--- src/pacr_map.vh ---
// register map and codes for the port assignment configuration bank
`ifndef PACR_MAP_VH
`define PACR_MAP_VH

// register indexes; byte address is four times the index
`define PACR_IDX_S1_P34   8'hd6
`define PACR_IDX_S1_SPC   8'hd7
`define PACR_IDX_S1_SPD   8'hd8
`define PACR_IDX_S2_P12   8'hd9
`define PACR_IDX_S2_P34   8'hda
`define PACR_IDX_S2_SPC   8'hdb
`define PACR_IDX_S2_SPD   8'hdc

// index field inside the apb byte address
`define PACR_IDX_MSB      9
`define PACR_IDX_LSB      2
`define PACR_ALIGN_MSB    1
`define PACR_ALIGN_LSB    0
`define PACR_ALIGN_OK     2'h0

// assignment byte layout
`define PACR_HI_MSB       7
`define PACR_HI_LSB       4
`define PACR_LO_MSB       3
`define PACR_LO_LSB       0
`define PACR_BYTE_MSB     7
`define PACR_BYTE_LSB     0
`define PACR_BYTE_RST     8'h00
`define PACR_STRB_LANE0   0

// owner codes
`define PACR_CODE_NONE    4'h0
`define PACR_CODE_FIRST   4'h1
`define PACR_CODE_SECOND  4'h2

// decoded route: bit 0 first upstream host, bit 1 second
`define PACR_ROUTE_NONE   2'h0
`define PACR_ROUTE_FIRST  2'h1
`define PACR_ROUTE_SECOND 2'h2

`define PACR_DATA_ZERO    32'h0000_0000

`endif

--- src/pacr_regs.v ---
// apb register bank for downstream port ownership, sets 1 and 2
//
// The APB register port was left to the implementer.
`timescale 1ns/10ps
`include "pacr_map.vh"

// owner code to route decode
module pacr_owner_dec
(
   input  wire [3:0] code,
   output reg  [1:0] route
);

   always @*
   begin
      case (code)
         `PACR_CODE_NONE:
         begin
            route = `PACR_ROUTE_NONE;
         end
         `PACR_CODE_FIRST:
         begin
            route = `PACR_ROUTE_FIRST;
         end
         `PACR_CODE_SECOND:
         begin
            route = `PACR_ROUTE_SECOND;
         end
         default:
         begin
            // reserved codes fall back to the first host
            route = `PACR_ROUTE_FIRST;
         end
      endcase
   end

endmodule

// one owner byte: loads on a completed write, clears on reset
module pacr_owner_byte
#(
   parameter             WIDTH   = 8,
   parameter [WIDTH-1:0] RST_VAL = `PACR_BYTE_RST
)
(
   input  wire             pclk,
   input  wire             presetn,
   input  wire             load,
   input  wire [WIDTH-1:0] wdata,
   output reg  [WIDTH-1:0] value
);

   always @(posedge pclk or negedge presetn)
   begin
      if (!presetn)
      begin
         value <= RST_VAL;
      end
      else if (load)
      begin
         value <= wdata;
      end
   end

endmodule

// Functional notes
// - set 1 byte at D6h: high nibble owns port 4, low nibble port 3.
// - set 2 byte at D9h: high nibble owns port 2, low nibble port 1.
// - set 2 byte at DAh: high nibble owns port 4, low nibble port 3.
// - owner code 0000 unassigned, 0001 first host, 0010 second host.
// - owner codes 0011 to 1111 behave exactly like 0001.
// - bytes D7h, D8h, DBh, DCh read zero and never affect ownership.
// - all assignment bytes of sets 1 and 2 reset to 0x00.
module pacr_regs
(
   input  wire        pclk,
   input  wire        presetn,
   input  wire        psel,
   input  wire        penable,
   input  wire        pwrite,
   input  wire [9:0]  paddr,
   input  wire [31:0] pwdata,
   input  wire [3:0]  pstrb,
   output reg  [31:0] prdata,
   output reg         pready,
   output reg         pslverr,
   output reg  [1:0]  set1_port3_route,
   output reg  [1:0]  set1_port4_route,
   output reg  [1:0]  set2_port1_route,
   output reg  [1:0]  set2_port2_route,
   output reg  [1:0]  set2_port3_route,
   output reg  [1:0]  set2_port4_route
);

   wire [7:0]  set1_ports34_owner;
   wire [7:0]  set2_ports12_owner;
   wire [7:0]  set2_ports34_owner;

   wire [7:0]  addr_idx;
   wire        addr_aligned;
   wire        hit_s1_p34;
   wire        hit_s2_p12;
   wire        hit_s2_p34;
   wire        hit_spare;
   wire        mapped;
   wire        access;
   wire        complete;
   wire        wr_lane0;
   wire        ld_s1_p34;
   wire        ld_s2_p12;
   wire        ld_s2_p34;

   reg  [7:0]  rd_byte;
   reg  [31:0] next_prdata;
   reg         next_pready;
   reg         next_pslverr;

   wire [1:0]  dec_s1_p3;
   wire [1:0]  dec_s1_p4;
   wire [1:0]  dec_s2_p1;
   wire [1:0]  dec_s2_p2;
   wire [1:0]  dec_s2_p3;
   wire [1:0]  dec_s2_p4;

   // address decode
   assign addr_idx     = paddr[`PACR_IDX_MSB:`PACR_IDX_LSB];
   assign addr_aligned = (paddr[`PACR_ALIGN_MSB:`PACR_ALIGN_LSB]
                          == `PACR_ALIGN_OK);

   assign hit_s1_p34 = addr_aligned
                       && (addr_idx == `PACR_IDX_S1_P34);
   assign hit_s2_p12 = addr_aligned
                       && (addr_idx == `PACR_IDX_S2_P12);
   assign hit_s2_p34 = addr_aligned
                       && (addr_idx == `PACR_IDX_S2_P34);

   assign hit_spare  = addr_aligned
                       && ((addr_idx == `PACR_IDX_S1_SPC)
                        || (addr_idx == `PACR_IDX_S1_SPD)
                        || (addr_idx == `PACR_IDX_S2_SPC)
                        || (addr_idx == `PACR_IDX_S2_SPD));

   assign mapped = hit_s1_p34 || hit_s2_p12 || hit_s2_p34 || hit_spare;

   // one wait state: pready rises in the second access cycle
   assign access   = psel && penable;
   assign complete = access && pready;
   assign wr_lane0 = complete && pwrite && mapped
                     && pstrb[`PACR_STRB_LANE0];

   // read mux; spare bytes have no storage at all
   always @*
   begin
      rd_byte = `PACR_BYTE_RST;
      if (hit_s1_p34)
      begin
         rd_byte = set1_ports34_owner;
      end
      else if (hit_s2_p12)
      begin
         rd_byte = set2_ports12_owner;
      end
      else if (hit_s2_p34)
      begin
         rd_byte = set2_ports34_owner;
      end
      else
      begin
         rd_byte = `PACR_BYTE_RST;
      end
   end

   // answer prepared in the first access cycle
   always @*
   begin
      next_prdata  = `PACR_DATA_ZERO;
      next_pready  = 1'b0;
      next_pslverr = 1'b0;
      if (access && !pready)
      begin
         next_pready  = 1'b1;
         next_pslverr = !mapped;
         if (!pwrite)
         begin
            next_prdata = {24'h00_0000, rd_byte};
         end
      end
   end

   always @(posedge pclk or negedge presetn)
   begin
      if (!presetn)
      begin
         prdata  <= `PACR_DATA_ZERO;
         pready  <= 1'b0;
         pslverr <= 1'b0;
      end
      else
      begin
         prdata  <= next_prdata;
         pready  <= next_pready;
         pslverr <= next_pslverr;
      end
   end

   // writes land on the edge that completes the transfer
   assign ld_s1_p34 = wr_lane0 && hit_s1_p34;
   assign ld_s2_p12 = wr_lane0 && hit_s2_p12;
   assign ld_s2_p34 = wr_lane0 && hit_s2_p34;
   // spare hits get no load strobe: data is dropped

   // owner storage; spare bytes have none, so they cannot drift
   pacr_owner_byte
   #(
      .RST_VAL (`PACR_BYTE_RST)
   )
   u_own_s1_p34
   (
      .pclk    (pclk),
      .presetn (presetn),
      .load    (ld_s1_p34),
      .wdata   (pwdata[`PACR_BYTE_MSB:`PACR_BYTE_LSB]),
      .value   (set1_ports34_owner)
   );

   pacr_owner_byte
   #(
      .RST_VAL (`PACR_BYTE_RST)
   )
   u_own_s2_p12
   (
      .pclk    (pclk),
      .presetn (presetn),
      .load    (ld_s2_p12),
      .wdata   (pwdata[`PACR_BYTE_MSB:`PACR_BYTE_LSB]),
      .value   (set2_ports12_owner)
   );

   pacr_owner_byte
   #(
      .RST_VAL (`PACR_BYTE_RST)
   )
   u_own_s2_p34
   (
      .pclk    (pclk),
      .presetn (presetn),
      .load    (ld_s2_p34),
      .wdata   (pwdata[`PACR_BYTE_MSB:`PACR_BYTE_LSB]),
      .value   (set2_ports34_owner)
   );

   pacr_owner_dec u_dec_s1_p3
   (
      .code  (set1_ports34_owner[`PACR_LO_MSB:`PACR_LO_LSB]),
      .route (dec_s1_p3)
   );

   pacr_owner_dec u_dec_s1_p4
   (
      .code  (set1_ports34_owner[`PACR_HI_MSB:`PACR_HI_LSB]),
      .route (dec_s1_p4)
   );

   pacr_owner_dec u_dec_s2_p1
   (
      .code  (set2_ports12_owner[`PACR_LO_MSB:`PACR_LO_LSB]),
      .route (dec_s2_p1)
   );

   pacr_owner_dec u_dec_s2_p2
   (
      .code  (set2_ports12_owner[`PACR_HI_MSB:`PACR_HI_LSB]),
      .route (dec_s2_p2)
   );

   pacr_owner_dec u_dec_s2_p3
   (
      .code  (set2_ports34_owner[`PACR_LO_MSB:`PACR_LO_LSB]),
      .route (dec_s2_p3)
   );

   pacr_owner_dec u_dec_s2_p4
   (
      .code  (set2_ports34_owner[`PACR_HI_MSB:`PACR_HI_LSB]),
      .route (dec_s2_p4)
   );

   // routes registered so outputs are glitch free; one cycle behind
   always @(posedge pclk or negedge presetn)
   begin
      if (!presetn)
      begin
         set1_port3_route <= `PACR_ROUTE_NONE;
         set1_port4_route <= `PACR_ROUTE_NONE;
         set2_port1_route <= `PACR_ROUTE_NONE;
         set2_port2_route <= `PACR_ROUTE_NONE;
         set2_port3_route <= `PACR_ROUTE_NONE;
         set2_port4_route <= `PACR_ROUTE_NONE;
      end
      else
      begin
         set1_port3_route <= dec_s1_p3;
         set1_port4_route <= dec_s1_p4;
         set2_port1_route <= dec_s2_p1;
         set2_port2_route <= dec_s2_p2;
         set2_port3_route <= dec_s2_p3;
         set2_port4_route <= dec_s2_p4;
      end
   end

endmodule

--- config.mk ---
export PLATFORM = sky130hd
export DESIGN_NAME = pacr_regs
export DESIGN_NICKNAME = d
export VERILOG_FILES = /design/src/pacr_regs.v
export VERILOG_INCLUDE_DIRS = /design/src
export SDC_FILE = /design/constraint.sdc
export NUM_CORES = 1
export LEC_CHECK = 0
export BUFFER_PORTS_ARGS = -buffer_cell sky130_fd_sc_hd__buf_2
export CAP_MARGIN = 15
export CORE_MARGIN = 2
export CORE_UTILIZATION = 30
export CTS_CLUSTER_DIAMETER = 30
export DETAILED_ROUTE_END_ITERATION = 8
export GPL_TIMING_DRIVEN = 0
export HOLD_SLACK_MARGIN = 0.1
export PLACE_DENSITY = 0.64
export RECOVER_POWER = 100
export SYNTH_ARGS = -nofsm -noshare
export SYNTH_HDL_FRONTEND = slang
export SYNTH_HIERARCHICAL = 1
export SYNTH_SLANG_ARGS = --single-unit
--- constraint.sdc ---
create_clock -name pclk -period 2.8 [get_ports pclk]
set_input_delay 0.28 -clock pclk [delete_from_list [all_inputs] [get_ports pclk]]
set_output_delay 0.28 -clock pclk [all_outputs]
set_load 0.02 [all_outputs]
### Word-level counts from Yosys, hierarchy flattened

Cells that the tools add are included.

* register bits: 70
* output and inout port bits: 46
* input port bits: 51

* mux-type cells: 13
* eq/ne operators: 13
* reductions and logical operators: 28

Operator list (number)
* $eq A8 B8 Y1 const B: 7
* $mux W8: 5
* $eq A4 B2 Y1 const B: 6
* $logic_not A4 Y1: 6
* $pmux W2 S2: 6
* $logic_and A1 B1 Y1: 13
* $logic_or A1 B1 Y1: 6
* $logic_not A1 Y1: 2
* $logic_not A2 Y1: 1
* $mux W1: 2

### Logic depth before layout (Yosys ltp)

* depth in word-level cells: 9
* mapped depth: 6
* depth with buffers taken out: 4

### By module

The synthesis kept the hierarchy.

By module, submodules not included
* pacr_regs: cells an instance 111, seq. area each 550.5 sq um, area an instance 1146.1 sq um, times used 1
* pacr_owner_byte: cells an instance 17, seq. area each 200.2 sq um, area an instance 331.6 sq um, times used 3
* pacr_owner_dec: cells an instance 2, seq. area each 0.0 sq um, area an instance 15.0 sq um, times used 6

### Worst setup path before layout

OpenSTA, ideal clock, no wires.

* kind: input-to-reg
* from: input port paddr[1]
* to: register u_own_s2_p34.value[0]
* path buffers: 1
* cell stages on the path: 5
* data arrival time: 1.400 ns
* path slack: 1.275 ns
* data required time: 2.675 ns
* cells stage by stage: nor4b_4 -> nand4_1 -> nor2_1 -> buf_6 -> mux2_4

* longest elaborated chain between the ends: 8
* elaborated cells on any way between the ends: 11
* classes of those cells: reduce/logical: 11

Ends and longest elaborated chain
* from (decl): RTL line pacr_regs.v:82 `input wire [9:0] paddr,`
* $logic_not A2 Y1 (no line) *
* $logic_and A1 B1 Y1, on equally long branches: RTL line pacr_regs.v:131, pacr_regs.v:133
* $logic_or A1 B1 Y1 (3 in a row): RTL line pacr_regs.v:144 `assign mapped = hit_s1_p34 || hit_s2_p12 || hit_s2_p34 || hit_spare;`
* $logic_and A1 B1 Y1 (2 in a row): RTL line pacr_regs.v:149 `assign wr_lane0 = complete && pwrite && mapped`
* $logic_and A1 B1 Y1 *: RTL line pacr_regs.v:210 `assign ld_s2_p34 = wr_lane0 && hit_s2_p34;`
* net ld_s2_p34: RTL line pacr_regs.v:112 `wire ld_s2_p34;`
* to (signal assigned): RTL line pacr_regs.v:61 `value <= wdata;`
* to (decl): RTL line pacr_regs.v:50 `output reg [WIDTH-1:0] value`

The timed path passes the listed nets; every way through them passes the cells marked *.
A chain may end at the register's enable or synchronous reset.

### Worst setup path in the final report

* from: input port paddr[1]
* to: register u_own_s2_p12.value[1]

* longest elaborated chain between the ends: 8
* elaborated cells on any way between the ends: 11
* classes of those cells: reduce/logical: 11

Ends and longest elaborated chain
* $logic_not A2 Y1 (no line) *
* $logic_and A1 B1 Y1, on equally long branches: RTL line pacr_regs.v:131, pacr_regs.v:133
* $logic_or A1 B1 Y1 (3 in a row): RTL line pacr_regs.v:144
* $logic_and A1 B1 Y1 (2 in a row): RTL line pacr_regs.v:149
* $logic_and A1 B1 Y1 *: RTL line pacr_regs.v:209 `assign ld_s2_p12 = wr_lane0 && hit_s2_p12;`
* net ld_s2_p12: RTL line pacr_regs.v:111 `wire ld_s2_p12;`
* to (signal assigned): RTL line pacr_regs.v:61
* to (decl): RTL line pacr_regs.v:50

Marks and branches as above.

==> flow_summary.yaml <==
yosys:
  synth.ff_latch_count: 46
  synthesis.instances: 174
  ys_dominant_reg_cell: "sky130_fd_sc_hd__dfrtp_1"
  count_of_different_cell_masters_after_synthesis: 27
  synthArstFlopShare: 1.00
  synthDominantAreaCellType: "sky130_fd_sc_hd__dfrtp_1"
  netlist_top_cells_area: "sky130_fd_sc_hd__dfrtp_1 52%, sky130_fd_sc_hd__mux2_4 16%, sky130_fd_sc_hd__buf_4 8.1%"
  synthesis.yosys.warnings: 6
  synth_most_common_cell: "sky130_fd_sc_hd__dfrtp_1"
  synth-edff-count: 0
  synth_top_area_frac: 0.516
  average_cell_area_after_synthesis_um2: 12.8
  post_synth_instance_area_mm2: 0.00223
  yosys-top-cells-count: "46 x sky130_fd_sc_hd__dfrtp_1, 24 x sky130_fd_sc_hd__buf_4, 24 x sky130_fd_sc_hd__mux2_4"
  seq_area_frac_synth: 0.516
run_status:
  status: "completed"
worst_setup_path:
  worst-setup-path-type: "in -> reg"
  path_max_fanout: 8
  timing.critical_path.buf_inv: 2
  critical_path.cell_chain: "buf_2, nor4b_1, nand4_1, nor2_1, clkbuf_1, mux2_1"
  setup.worst_path.start: "paddr[1]"
  worst-r2r-cell-count: 4
  arrival_ps: 2190
  cp_peak_stage_delay_ps: 560
  endpoint_kind: "register"
  r2r_slack_ps: 1170
  slowest_stage: "sky130_fd_sc_hd__nor4b_1"
  r2r_end: "u_own_s2_p12/value[1]$_DFFE_PN0P_"
  worst_setup_path_start_kind: "primary input"
  critical_path.reg2reg.startpoint: "pready$_DFF_PN0_"
  critical-path-top-delay-family: "simple AND/OR/NAND/NOR gates"
  critical_path.endpoint: "u_own_s2_p12/value[1]$_DFFE_PN0P_"
  critical_path_cell_count: 6
  worst_ep_required_time_ps: 2980
sta:
  worst_hold_slack_ps: 152
  setup-tns-final_ps: 0
  timing_worst_slew_pin_value_ps: 990
  drv_slew: 0
  setup_viol_count_final: 0
  finalWorstPathRequiredPeriod_ps: 2010
  final.period_utilization: 0.718
  finalClockSkew_ps: 1.60
  max_freq_mhz: 498
  finalHoldViolCount: 0
  grt_setup_unrepaired: "false"
  slew-limit-headroom: 0.340
global_route:
  grt.met2_usage: 0.166
  global_route_wire_length_before_repair_um: 7100
  grt_max_degree: 47
  use_met1: 0.146
  groute.layer.met3.usage: 0.0352
  grt_remaining_overflow: 0
  busiest_layer: "met2"
  first_global_vias: 1451
  grt_usage: 0.111
  grt_antenna_before_repair: 0
final_layout:
  fillCellCount: 754
  fin_nets: 300
  finished_layout_cell_area_mm2: 0.00262
  area_growth_pct: 17.4
  drive_gt1_frac: 0.257
  postLayoutCoreUtil: 0.363
  multi_input_area_um2: 842
  diodes: 0
  regArea_mm2: 0.00115
clock_tree:
  cts_repair_resize_count: 0
  h_tree_depth: 2
  ctsRootBufferMaster: "sky130_fd_sc_hd__clkbuf_8"
  tritoncts_num_sinks: 46
  cts_hold_buf: 0
  numCtsBuffers: 5
  clk-insertion-delay-late_ps: 290
  maximum_clock_path_buffer_count: 2
  post_cts_buffers: 0
  tritoncts: "built"
  clock_transition_at_path_regs_ps: 80
drt:
  viasPerCell: 4.17
  vias: 1452
  drtIter0Drc: 64
  drt_pass1_iterations: 4
  dr_drc_count: 0
  avgRoutedWirePerCell_um: 12.6
  detail-route-antenna-nets: 0
  routed_wirelength_um: 4390
floorplan:
  core.rowCount: 31
  initial_utilization: 0.309
  floorplan.die_area_mm2: 0.00814
  num_io_pins: 97
  fp.dieH_um: 90.2
  fp.coreArea_mm2: 0.00721
  die_width_um: 90.2
power:
  powerDensity_mw_per_mm2: 443
  p_leak_nw: 1.37
  ir_drop_mv: 0.160
flow_run:
  max-cap-violations: 0
worst_hold_path:
  hold_path_class: "in -> async"
placement:
  hpwlAfterDp_um: 3380
  placed_area_mm2: 0.00267
  place.gp.congestion: 0.793
  port-buffer-count: 45
## per-layer routing
layer / up-vias / share of wire
met5: - / 0
met2: 66 / 0.44
met4: 0 / 0.018
li1: 711 / -
met3: 5 / 0.090
met1: 670 / 0.45
## cell type report
cell class              instances  share of cell area
plain buffers                  32              0.0864
clock buffers                   7              0.0291
inverters                       1             0.00143
multi-input cells             118               0.321
flip-flops and latches         46               0.439
well taps                      99              0.0473
repair buffers                 45              0.0750
## cell families (layout without fill, tap and decap cells)
kind of cell	count (synthesis)	after routing	share of synthesized area
simple gates	51	51	0.160
other cells	1	24	0.00168
mux	24	24	0.162
flops	46	46	0.516
buf+inv	33	85	0.107
compound gates	19	19	0.0538
## worst register-to-register path: stages, from the launching register on
cell,delay (ps)
sky130_fd_sc_hd__dfrtp_1,380
sky130_fd_sc_hd__nand4_1,170
sky130_fd_sc_hd__nor2_1,140
sky130_fd_sc_hd__clkbuf_1,460
sky130_fd_sc_hd__mux2_1,370
## cells in the final DEF (no fill, tap or decap), drive strengths merged, types with 6 or more instances in the layout
| master | synthesis | routed |
|---|---|---|
| nor2 | 11 | 11 |
| nand2 | 9 | 9 |
| and3b | 9 | 9 |
| mux2 | 24 | 24 |
| buf | 28 | 49 |
| or3 | 6 | 6 |
| a211oi | 8 | 8 |
| nor4b | 7 | 7 |
| conb | 1 | 24 |
| clkbuf | 4 | 35 |
| dfrtp | 46 | 46 |
| o21ai | 9 | 9 |
## per-stage QoR
stage | total power, W | cells | setup WS (ps)
2_1_floorplan | 0.000757 | 197 | 1270
3_3_place_gp | 0.000799 | 341 | 1010
3_5_place_dp | 0.000801 | 341 | 973
4_1_cts | 0.00117 | 348 | 1290
5_1_grt | 0.00121 | 348 | 609
6_report | 0.00116 | 348 | 791
## worst min path at each step
stage / from / endpoint / slack [ps] / cells after the start
2_1_floorplan: presetn / prdata[0]$_DFF_PN0_ / -20 / 0
3_3_place_gp: u_own_s2_p34/value[0]$_DFFE_PN0P_ / set2_port3_route[1]$_DFF_PN0_ / 490 / 1
3_5_place_dp: u_own_s1_p34/value[4]$_DFFE_PN0P_ / set1_port4_route[1]$_DFF_PN0_ / 490 / 1
4_1_cts: presetn / set2_port2_route[0]$_DFF_PN0_ / 190 / 1
5_1_grt: presetn / set1_port3_route[0]$_DFF_PN0_ / 240 / 1
6_report: presetn / set1_port3_route[0]$_DFF_PN0_ / 150 / 1
## state kept, by name, summed over array words and instances, names as in the netlist
register / cells
pready: 1
pslverr: 1
set2_port2_route: 2
u_own_s1_p34/value: 8
set1_port3_route: 2
prdata: 8
u_own_s2_p12/value: 8
set2_port4_route: 2
set2_port3_route: 2
set1_port4_route: 2
u_own_s2_p34/value: 8
set2_port1_route: 2
## where the power goes
part	internal (W)	leakage, nW	switching (W)
Sequential	0.000665	0.641	0.00000104
Clock	0.000172	0.0383	0.000205
Combinational	0.0000440	0.687	0.0000719
(Power assumes the default switching activity.)
